`src/rtl/sram_qual_cfg.svh`:
```
// constants of the cycle qualifier: register map, fields, reset values
// assumes a 32-bit classic wishbone slave port and a 25 MHz clock
// Summary of operation
// - selected only with select one low, select two high, select three low
// - burst order pin 0 gives linear order, 1 gives interleaved order
// - qualifier high makes the edge a stall; no write happens then
// - data pins stay high impedance when sleep mode is left
`ifndef SRAM_QUAL_CFG_SVH
`define SRAM_QUAL_CFG_SVH

`define ADDR_W 18
`define DATA_W 8
`define BURST_W 2

`define REG_CTRL 4'h0
`define REG_STATUS 4'h4
`define REG_BURST 4'h8
`define REG_STALLS 4'hC

`define CTRL_SLEEP_ALLOW 0
`define CTRL_RESET 1'h1

`define ST_SELECTED 0
`define ST_SLEEPING 1
`define ST_STALL 2
`define ST_ORDER 3
`define ST_WAKING 4

`define STALLS_W 16
`define WB_IDLE_DATA 32'h00000000

`endif

```
`src/rtl/sram_qual_pkg.sv`:
```
// types shared by the cycle qualifier modules
// assumes nothing beyond the constants header
package sram_qual_pkg;
    typedef enum logic [3:0] {
        PH_IDLE = 4'b0001,
        PH_ACTIVE = 4'b0010,
        PH_SLEEP = 4'b0100,
        PH_WAKE = 4'b1000
    } phase_t;

    typedef enum logic {
        ORDER_LINEAR = 1'b0,
        ORDER_INTERLEAVED = 1'b1
    } burst_order_t;
endpackage

```
`src/rtl/burst_if.sv`:
```
// carrier between the qualifier and its burst counter
// assumes both ends run on the same clock and reset
`timescale 1ns/10ps
`default_nettype none
`include "sram_qual_cfg.svh"
interface burst_if;
    logic load;
    logic advance;
    sram_qual_pkg::burst_order_t order;
    logic [`BURST_W-1:0] startLow;
    logic [`BURST_W-1:0] nextLow;
    logic [`BURST_W-1:0] count;

    modport ctl (output load, output advance, output order,
                 output startLow, input nextLow, input count);
    modport cnt (input load, input advance, input order,
                 input startLow, output nextLow, output count);
endinterface
`default_nettype wire

```
`src/rtl/sync_sram_cycle_qualifier.sv`:
```
// cycle qualification for a pipelined burst sram: select decode, stall,
// burst ordering and sleep control, with a wishbone register port
// assumes control pins come from another domain and the array is outside
`timescale 1ns/10ps
`default_nettype none
`include "sram_qual_cfg.svh"
module sync_sram_cycle_qualifier (
    input wire logic clock,
    input wire logic reset_n,
    input wire logic chip_sel_one_n,
    input wire logic chip_sel_two,
    input wire logic chip_sel_three_n,
    input wire logic clock_qualify_n,
    input wire logic sleep_request,
    input wire logic burst_order,
    input wire logic write_enable_n,
    input wire logic adv_load,
    input wire logic [`ADDR_W-1:0] addr,
    input wire logic [`DATA_W-1:0] dq_in,
    output logic [`DATA_W-1:0] dq_out,
    output logic dq_oe,
    output logic [`ADDR_W-1:0] mem_addr,
    output logic mem_write,
    output logic [`DATA_W-1:0] mem_wr_data,
    input wire logic [`DATA_W-1:0] mem_rd_data,
    output logic sleeping,
    input wire logic wb_cyc_i,
    input wire logic wb_stb_i,
    input wire logic wb_we_i,
    input wire logic [3:0] wb_adr_i,
    input wire logic [3:0] wb_sel_i,
    input wire logic [31:0] wb_dat_i,
    output logic [31:0] wb_dat_o,
    output logic wb_ack_o
);
    localparam int PIN_W = 8 + `ADDR_W + `DATA_W;

    logic [1:0] resetSync;
    logic rst_n;
    logic [PIN_W-1:0] pinMeta;
    logic [PIN_W-1:0] pinSync;
    logic sel1n, sel2, sel3n, qualN, sleepReq, orderPin, weN, advLoad;
    logic [`ADDR_W-1:0] addrS;
    logic [`DATA_W-1:0] dqS;
    logic selected, stall, opLoad, opAdvance, startWrite;
    logic burstWrite, burstLive, readPending;
    logic [`ADDR_W-1:0] baseAddr;
    logic sleepAllow;
    logic [`STALLS_W-1:0] stallCount;
    logic [31:0] next_rdData;
    sram_qual_pkg::phase_t phase;
    sram_qual_pkg::phase_t next_phase;

    burst_if bIf ();

    // release reset through two flops so all logic leaves reset together
    always_ff @(posedge clock or negedge reset_n) begin
        if (!reset_n) begin
            resetSync <= 2'h0;
        end else begin
            resetSync <= {resetSync[0], 1'b1};
        end
    end
    assign rst_n = resetSync[1];

    // every sram-side pin but mem_rd_data is foreign to this clock: two flops before any use
    always_ff @(posedge clock or negedge rst_n) begin
        if (!rst_n) begin
            pinMeta <= {{5{1'b1}}, 3'h0, {(PIN_W-8){1'b0}}};
            pinSync <= {{5{1'b1}}, 3'h0, {(PIN_W-8){1'b0}}};
        end else begin
            pinMeta <= {chip_sel_one_n, chip_sel_three_n, clock_qualify_n,
                        write_enable_n, adv_load, chip_sel_two,
                        sleep_request, burst_order, addr, dq_in};
            pinSync <= pinMeta;
        end
    end
    assign {sel1n, sel3n, qualN, weN, advLoad, sel2, sleepReq, orderPin,
            addrS, dqS} = pinSync;

    assign selected = !sel1n && sel2 && !sel3n;
    assign stall = qualN;
    assign burstLive = phase == sram_qual_pkg::PH_ACTIVE;
    assign opLoad = !stall && burstLive && advLoad && selected;
    assign opAdvance = !stall && burstLive && !advLoad && readPending;
    assign startWrite = opLoad && !weN;

    assign bIf.load = opLoad;
    assign bIf.advance = opAdvance;
    assign bIf.order = sram_qual_pkg::burst_order_t'(orderPin);
    assign bIf.startLow = opLoad ? addrS[`BURST_W-1:0]
                                 : baseAddr[`BURST_W-1:0];

    burst_counter uCount (
        .clock(clock),
        .rst_n(rst_n),
        .bus(bIf.cnt)
    );

    // sleep entry waits for a deselected device and software permission
    always_comb begin
        next_phase = phase;
        case (phase)
            sram_qual_pkg::PH_IDLE: begin
                if (sleepReq && sleepAllow && !selected) begin
                    next_phase = sram_qual_pkg::PH_SLEEP;
                end else begin
                    next_phase = sram_qual_pkg::PH_ACTIVE;
                end
            end
            sram_qual_pkg::PH_ACTIVE: begin
                if (sleepReq && sleepAllow && !selected && !stall) begin
                    next_phase = sram_qual_pkg::PH_SLEEP;
                end
            end
            sram_qual_pkg::PH_SLEEP: begin
                if (!sleepReq) begin
                    next_phase = sram_qual_pkg::PH_WAKE;
                end
            end
            sram_qual_pkg::PH_WAKE: begin
                next_phase = sram_qual_pkg::PH_IDLE;
            end
            default: begin
                next_phase = sram_qual_pkg::PH_IDLE;
            end
        endcase
    end

    always_ff @(posedge clock or negedge rst_n) begin
        if (!rst_n) begin
            phase <= sram_qual_pkg::PH_IDLE;
            sleeping <= 1'b0;
        end else begin
            phase <= next_phase;
            sleeping <= next_phase == sram_qual_pkg::PH_SLEEP;
        end
    end

    // burst state: base address, operation kind, read pipeline
    always_ff @(posedge clock or negedge rst_n) begin
        if (!rst_n) begin
            baseAddr <= '0;
            burstWrite <= 1'b0;
            readPending <= 1'b0;
        end else if (!burstLive) begin
            readPending <= 1'b0;
        end else if (!stall) begin
            if (opLoad) begin
                baseAddr <= addrS;
                burstWrite <= !weN;
                readPending <= 1'b1;
            end else if (advLoad) begin
                readPending <= 1'b0;
            end
        end
    end

    // array side: address only moves on qualified edges; a stall edge clears the write strobe
    always_ff @(posedge clock or negedge rst_n) begin
        if (!rst_n) begin
            mem_addr <= '0;
            mem_write <= 1'b0;
            mem_wr_data <= '0;
        end else if (stall) begin
            mem_write <= 1'b0;
        end else begin
            if (opLoad) begin
                mem_addr <= {addrS[`ADDR_W-1:`BURST_W], bIf.nextLow};
            end else if (opAdvance) begin
                mem_addr <= {baseAddr[`ADDR_W-1:`BURST_W], bIf.nextLow};
            end
            mem_write <= startWrite || (opAdvance && burstWrite);
            if (startWrite || (opAdvance && burstWrite)) begin
                mem_wr_data <= dqS;
            end
        end
    end

    // data pins: driven only for reads, never while waking or after the first cycle asleep
    always_ff @(posedge clock or negedge rst_n) begin
        if (!rst_n) begin
            dq_out <= '0;
            dq_oe <= 1'b0;
        end else if (!burstLive) begin
            dq_oe <= 1'b0;
        end else if (!stall) begin
            dq_oe <= readPending && !burstWrite && !mem_write;
            dq_out <= mem_rd_data;
        end
    end

    always_ff @(posedge clock or negedge rst_n) begin
        if (!rst_n) begin
            stallCount <= '0;
        end else if (stall && burstLive && stallCount != '1) begin
            stallCount <= stallCount + `STALLS_W'(1);
        end
    end

    // wishbone slave: one wait state, ack for one cycle
    always_comb begin
        next_rdData = `WB_IDLE_DATA;
        if (wb_adr_i == `REG_CTRL) begin
            next_rdData[`CTRL_SLEEP_ALLOW] = sleepAllow;
        end else if (wb_adr_i == `REG_STATUS) begin
            next_rdData[`ST_SELECTED] = selected;
            next_rdData[`ST_SLEEPING] = phase == sram_qual_pkg::PH_SLEEP;
            next_rdData[`ST_STALL] = stall;
            next_rdData[`ST_ORDER] = orderPin;
            next_rdData[`ST_WAKING] = phase == sram_qual_pkg::PH_WAKE;
        end else if (wb_adr_i == `REG_BURST) begin
            next_rdData[`BURST_W-1:0] = bIf.count;
        end else if (wb_adr_i == `REG_STALLS) begin
            next_rdData[`STALLS_W-1:0] = stallCount;
        end
    end

    always_ff @(posedge clock or negedge rst_n) begin
        if (!rst_n) begin
            wb_ack_o <= 1'b0;
            wb_dat_o <= `WB_IDLE_DATA;
            sleepAllow <= `CTRL_RESET;
        end else begin
            wb_ack_o <= wb_cyc_i && wb_stb_i && !wb_ack_o;
            if (wb_cyc_i && wb_stb_i && !wb_ack_o) begin
                wb_dat_o <= wb_we_i ? `WB_IDLE_DATA : next_rdData;
                if (wb_we_i && wb_sel_i[0] && wb_adr_i == `REG_CTRL) begin
                    sleepAllow <= wb_dat_i[`CTRL_SLEEP_ALLOW];
                end
            end
        end
    end
endmodule // sync_sram_cycle_qualifier
`default_nettype wire

```
`src/rtl/burst_counter.sv`:
```
// burst position counter with linear or interleaved ordering
// assumes load and advance are only raised on qualified edges
`timescale 1ns/10ps
`default_nettype none
`include "sram_qual_cfg.svh"
module burst_counter (
    input wire logic clock,
    input wire logic rst_n,
    burst_if.cnt bus
);
    logic [`BURST_W-1:0] next_count;

    function automatic logic [`BURST_W-1:0] orderLow(
        input sram_qual_pkg::burst_order_t ord,
        input logic [`BURST_W-1:0] start,
        input logic [`BURST_W-1:0] step);
        if (ord == sram_qual_pkg::ORDER_INTERLEAVED) begin
            orderLow = start ^ step;
        end else begin
            orderLow = start + step;
        end
    endfunction

    always_comb begin
        if (bus.load) begin
            next_count = '0;
        end else if (bus.advance) begin
            next_count = bus.count + `BURST_W'(1);
        end else begin
            next_count = bus.count;
        end
    end

    assign bus.nextLow = orderLow(bus.order, bus.startLow, next_count);

    always_ff @(posedge clock or negedge rst_n) begin
        if (!rst_n) begin
            bus.count <= '0;
        end else begin
            bus.count <= next_count;
        end
    end
endmodule // burst_counter
`default_nettype wire

```
`config.mk`:
```
export PLATFORM = sky130hd
export DESIGN_NAME = sync_sram_cycle_qualifier
export DESIGN_NICKNAME = d
export VERILOG_FILES = /design/src/rtl/sram_qual_pkg.sv /design/src/rtl/burst_if.sv /design/src/rtl/sync_sram_cycle_qualifier.sv /design/src/rtl/burst_counter.sv
export VERILOG_INCLUDE_DIRS = /design/src /design/src/rtl
export SDC_FILE = /design/constraint.sdc
export NUM_CORES = 1
export LEC_CHECK = 0
export ABC_AREA = 1
export BUFFER_PORTS_ARGS = -buffer_cell sky130_fd_sc_hd__buf_2
export CAP_MARGIN = 10
export CORE_MARGIN = 8
export CORE_UTILIZATION = 56
export CTS_BUF_LIST = sky130_fd_sc_hd__clkbuf_16
export CTS_CLUSTER_SIZE = 10
export DETAILED_ROUTE_END_ITERATION = 7
export MAX_ROUTING_LAYER = met4
export PLACE_DENSITY = 0.92
export SLEW_MARGIN = 20
export SYNTH_ARGS = -nofsm -noshare
export SYNTH_HDL_FRONTEND = slang
export SYNTH_SLANG_ARGS = --single-unit
```
`constraint.sdc`:
```
create_clock -name clock -period 10.7 [get_ports clock]
set_clock_uncertainty 0.1 [all_clocks]
set_input_delay 1.605 -clock clock [delete_from_list [all_inputs] [get_ports clock]]
set_output_delay 1.605 -clock clock [all_outputs]
set_load 0.01 [all_outputs]
```
* Yosys cells after proc, flatten, opt, wreduce, memory -nomap -nowiden
Index checks and enable logic that the tools add are counted.
Word-level totals: bits in registers 183, input port bits 87, output and inout port bits 70, word-level logic and storage cells 97
Cells by class: $add $sub $neg 3, equal/unequal tests 11, multiplexer cells 25, bitwise logic cells 2, reduce and logical (&&, ||, !) cells 38
Operators by type and width (number):
- $mux W18 | 2
- $mux W16 | 2
- $logic_and A1 B1 Y1 | 20
- $add A16 B1 Y16 const B | 1
- $ne A16 B16 Y1 const B | 1
- $mux W15 | 1
- $mux W14 | 1
- $eq A4 B3 Y1 const B | 3
- $eq A4 B4 Y1 const B | 3
- $pmux W4 S3 | 1
- $mux W11 | 1
- $mux W2 | 5
- $reduce_and A2 Y1 | 5
- $logic_not A1 Y1 | 9
- $mux W1 | 8
- $mux W4 | 2
- $mux W5 | 1
- $eq A4 B1 Y1 const B | 1
- $eq A4 B2 Y1 const B | 1
- $logic_not A4 Y1 | 1
- $mux W3 | 1
- $ne A3 B3 Y1 const B | 1
- $reduce_and A3 Y1 | 1
- $add A2 B1 Y2 const B | 1
- 6 further kinds | 6

* Longest topological paths before layout
depth in word-level cells 10, mapped depth 17, gate-level depth less buffers 16

* Hierarchy
Synthesis repeated with hierarchy kept, for this count alone.
Unflattened totals: cell total of the unflattened synthesis 650, area total of the unflattened synthesis 6540.0 um^2
By module, submodules not included:
- sync_sram_cycle_qualifier | times used 1, cells an instance 629, area each 6396.1 um^2, seq. area each 4144.0 um^2
- burst_counter | times used 1, cells an instance 21, area each 143.9 um^2, seq. area each 50.0 um^2

* Least setup slack after synthesis
OpenSTA, ideal clock, no wires.
path kind input to register, start input wb_cyc_i, end register wb_dat_o[10], setup time 83 ps, arrival 2394 ps, data required time 10517 ps, setup slack 8123 ps, stages on the path 5, path buffers 1, cells stage by stage nand3b_1 > nor2_1 > nand3_1 > clkbuf_1 > o21ai_0
On the way: longest elaborated chain between the ends 2
Ends and longest elaborated chain:
- start: declaration | line sync_sram_cycle_qualifier.sv:27 | input wire logic wb_cyc_i,
- $logic_and A1 B1 Y1 (2 in a row) | line sync_sram_cycle_qualifier.sv:226 | if (wb_cyc_i && wb_stb_i && !wb_ack_o) begin
- end signal: assignment | line sync_sram_cycle_qualifier.sv:222 | wb_dat_o <= `WB_IDLE_DATA;
- end signal: assignment | line sync_sram_cycle_qualifier.sv:227 | wb_dat_o <= wb_we_i ? `WB_IDLE_DATA : next_rdData;
- end: declaration | line sync_sram_cycle_qualifier.sv:33 | output logic [31:0] wb_dat_o,
No other way between the ends. A chain may end at the register's enable or synchronous reset.

* Final worst setup path
start input wb_cyc_i, end register wb_dat_o[5]
The elaborated chain is that of the path after synthesis.

==> flow_metrics.py <==
metrics = {
    "min_path": {
        "worstHoldEndpoint": "pinSync[19]$_DFF_PN0_",
        "holdPathStages": 0,
        "min_path_type": "reg2reg",
        "hold_start": "pinMeta[19]$_DFF_PN0_",
    },
    "floorplanning": {
        "ios": 157,
        "row_count": 38,
        "fp.dieW_um": 121,
        "core_mm2": 0.0108,
        "start_util": 0.569,
        "fp.dieArea_mm2": 0.0146,
        "die_height_um": 121,
    },
    "clocking": {
        "clock_sinks": 167,
        "clk_pin_slew_worst_paths_ps": 60,
        "cts_tree": "done",
        "clock_path_buffers": 2,
        "cts_setup_buffers": 0,
        "cts-root-buf": "clkbuf_16",
        "clk_latency_ps": 420,
        "holdBufCountCts": 0,
        "numCtsBuffers": 17,
        "h-tree-depth": 4,
        "postCtsResizedCells": 0,
    },
    "drt": {
        "first_pass_iters": 4,
        "post_drt_via_cell_ratio": 5.00,
        "vias": 4198,
        "wl_mm": 12.2,
        "wire_per_inst_um": 14.5,
        "drc": 0,
        "drt-initial-drc-count": 304,
        "antenna_left": 0,
    },
    "setup_path": {
        "cp_max_fo": 19,
        "r2r_end": "mem_addr[1]$_DFFE_PN0P_",
        "rr_startpoint": "phase[1]$_DFF_PN0_",
        "r2r_slack_ps": 8130,
        "crit_path_start": "wb_cyc_i",
        "cp_slowest_stage_delay_ps": 470,
        "crit_type": "in2reg",
        "crit_required_ps": 10920,
        "worst_setup_path_end_kind": "flip-flop",
        "reg2reg_depth": 14,
        "cp.arrival_ps": 3120,
        "crit_slowest_cell": "nand3b_1",
        "startpoint_type": "primary input",
        "crit_chain": "buf_2 -> nand3b_1 -> nor2_1 -> nand3_1 -> o21ai_0",
    },
    "synth": {
        "synth_edf_count": 0,
        "syn_area_mm2": 0.00615,
        "syn_inst": 573,
        "synth_largest_area_cell": "dfrtp_1",
        "async_flop_share": 1.00,
        "synthTopCellsByCount": "nand2_1, dfrtp_1, inv_1",
        "ys_seq_area_frac": 0.682,
        "synth-main-ff-cell": "dfrtp_1",
        "synth_top_area_share": 0.631,
        "yosysUniqueCellTypes": 32,
        "synth_area_leaders": "dfrtp_1, nand2_1, dfstp_2",
        "syn_area_per_cell_um2": 10.7,
        "ys_ff_latch": 167,
        "yosysMostFrequentCell": "nand2_1",
        "yosys_warnings": 0,
    },
    "global_route": {
        "overflow": 0,
        "grt_pass1_wl_mm": 20.1,
        "antenna_found_initial": 0,
        "grt_max_degree": 87,
        "grt_usage": 0.180,
        "grt_pass1_vias": 4432,
    },
    "timing": {
        "relSlewSlack": 0.360,
        "rsz0062_at_grt": "no",
        "clock.fmax_mhz": 346,
        "final_hold_viol_count": 0,
        "fin_crit_sh": 0.270,
        "slew_viol_final": 0,
        "fin_tns_setup_ps": 0,
        "setup_viol": 0,
        "fin_crit_ps": 2890,
        "worst_pin_slew_ps": 961,
    },
    "power": {
        "power.leakage_nw": 3.78,
        "power_density_mw_per_mm2": 230,
        "peakVddDrop_mv": 0.200,
    },
    "final_layout": {
        "fin_nets": 776,
        "area_growth_pct": 19.0,
        "drive_above_1_share": 0.243,
        "stdcell_count": 840,
        "antenna_cells": 0,
    },
    "run": {
        "drv_cap": 0,
    },
    "place": {
        "hpwlAfterDp_mm": 8.62,
        "dp.cells": 808,
        "gp_congestion": 0.863,
        "port_buffers": 106,
    },
    "run_status": {
        "status": "finished, final reports clean",
    },
}
## worst max-delay path by stage
stage / endpoint / depth (start not counted)
floorplan: baseAddr[0]$_DFFE_PN0P_ / 0
global placement: wb_dat_o[5]$_DFFE_PN0P_ / 5
detailed placement: wb_dat_o[5]$_DFFE_PN0P_ / 5
CTS: wb_dat_o[5]$_DFFE_PN0P_ / 5
global route: wb_dat_o[13]$_DFFE_PN0P_ / 5
finish: wb_dat_o[5]$_DFFE_PN0P_ / 5
## power by group
| part | internal [mW] | switching, mW |
|---|---|---|
| Clock | 0.345 | 0.243 |
| Combinational | 0.108 | 0.175 |
| Sequential | 0.744 | 0.0647 |
| Total | 1.20 | 0.483 |
## routing by layer
layer,wire length [µm],track usage,vias up
li1,-,-,2003
met1,4970,0.200,2062
met2,6230,0.295,111
met3,692,0.0503,22
met4,271,0.0859,0
met5,0,-,-
## flip-flops by register name (all words and copies together) (netlist names), 2 cells and up
signal / cells
mem_addr: 18
pinMeta: 34
baseAddr: 18
mem_wr_data: 8
stallCount: 16
dq_out: 8
phase: 4
pinSync: 34
resetSync: 2
wb_dat_o: 16
uCount.bus.count: 2
## per-stage QoR
step	power (mW)	util	setup WS (ps)	hold WS, ps	cell area [µm²]
2_1_floorplan	0.987	-	5620	231	6200
6_report	1.68	0.677	7810	244	7310
4_1_cts	1.70	0.677	7800	247	7310
3_5_place_dp	1.10	0.623	7370	235	6730
5_1_grt	1.77	0.677	7560	250	7310
3_3_place_gp	1.08	0.623	7440	233	6730
## cell families after synthesis
logic type / after synthesis / synth area share
other cells: 2 / 0.00122
mux: 1 / 0.00183
fa+ha+maj: 2 / 0.00407
buf+inv: 80 / 0.0641
compound gates: 56 / 0.0523
xor+xnor: 13 / 0.0185
simple gates: 252 / 0.175
flops: 167 / 0.682
## worst max-delay path: cells and delay by family
family,cells,cell delay [ps]
simple gates,3,1170
compound gates,1,270
buf+inv,1,70
## final cells by class
cell class	count	area, µm²
clock buffers	17	425
inverters	53	203
repair buffers	107	542
fillers	802	3480
clock inverters	15	154
multi-input cells	341	1610
flip-flops and latches	167	4200
well taps	140	175
## cells in the final DEF (no fill, tap or decap), drive strengths merged, types with 6 or more instances in the layout
cell    netlist  final
nand3        21     21
buf          23    107
dfstp        12     12
o21ai        30     30
nor3          8      8
nor2         47     47
clkbuf        4     17
nand2       168    168
dfrtp       155    155
xor2         13     13
conb          2     17
a21oi         6      6
clkinv        1      8
inv          52     58
nand4         6      6
a31oi        16     16
(Power assumes the default switching activity.)
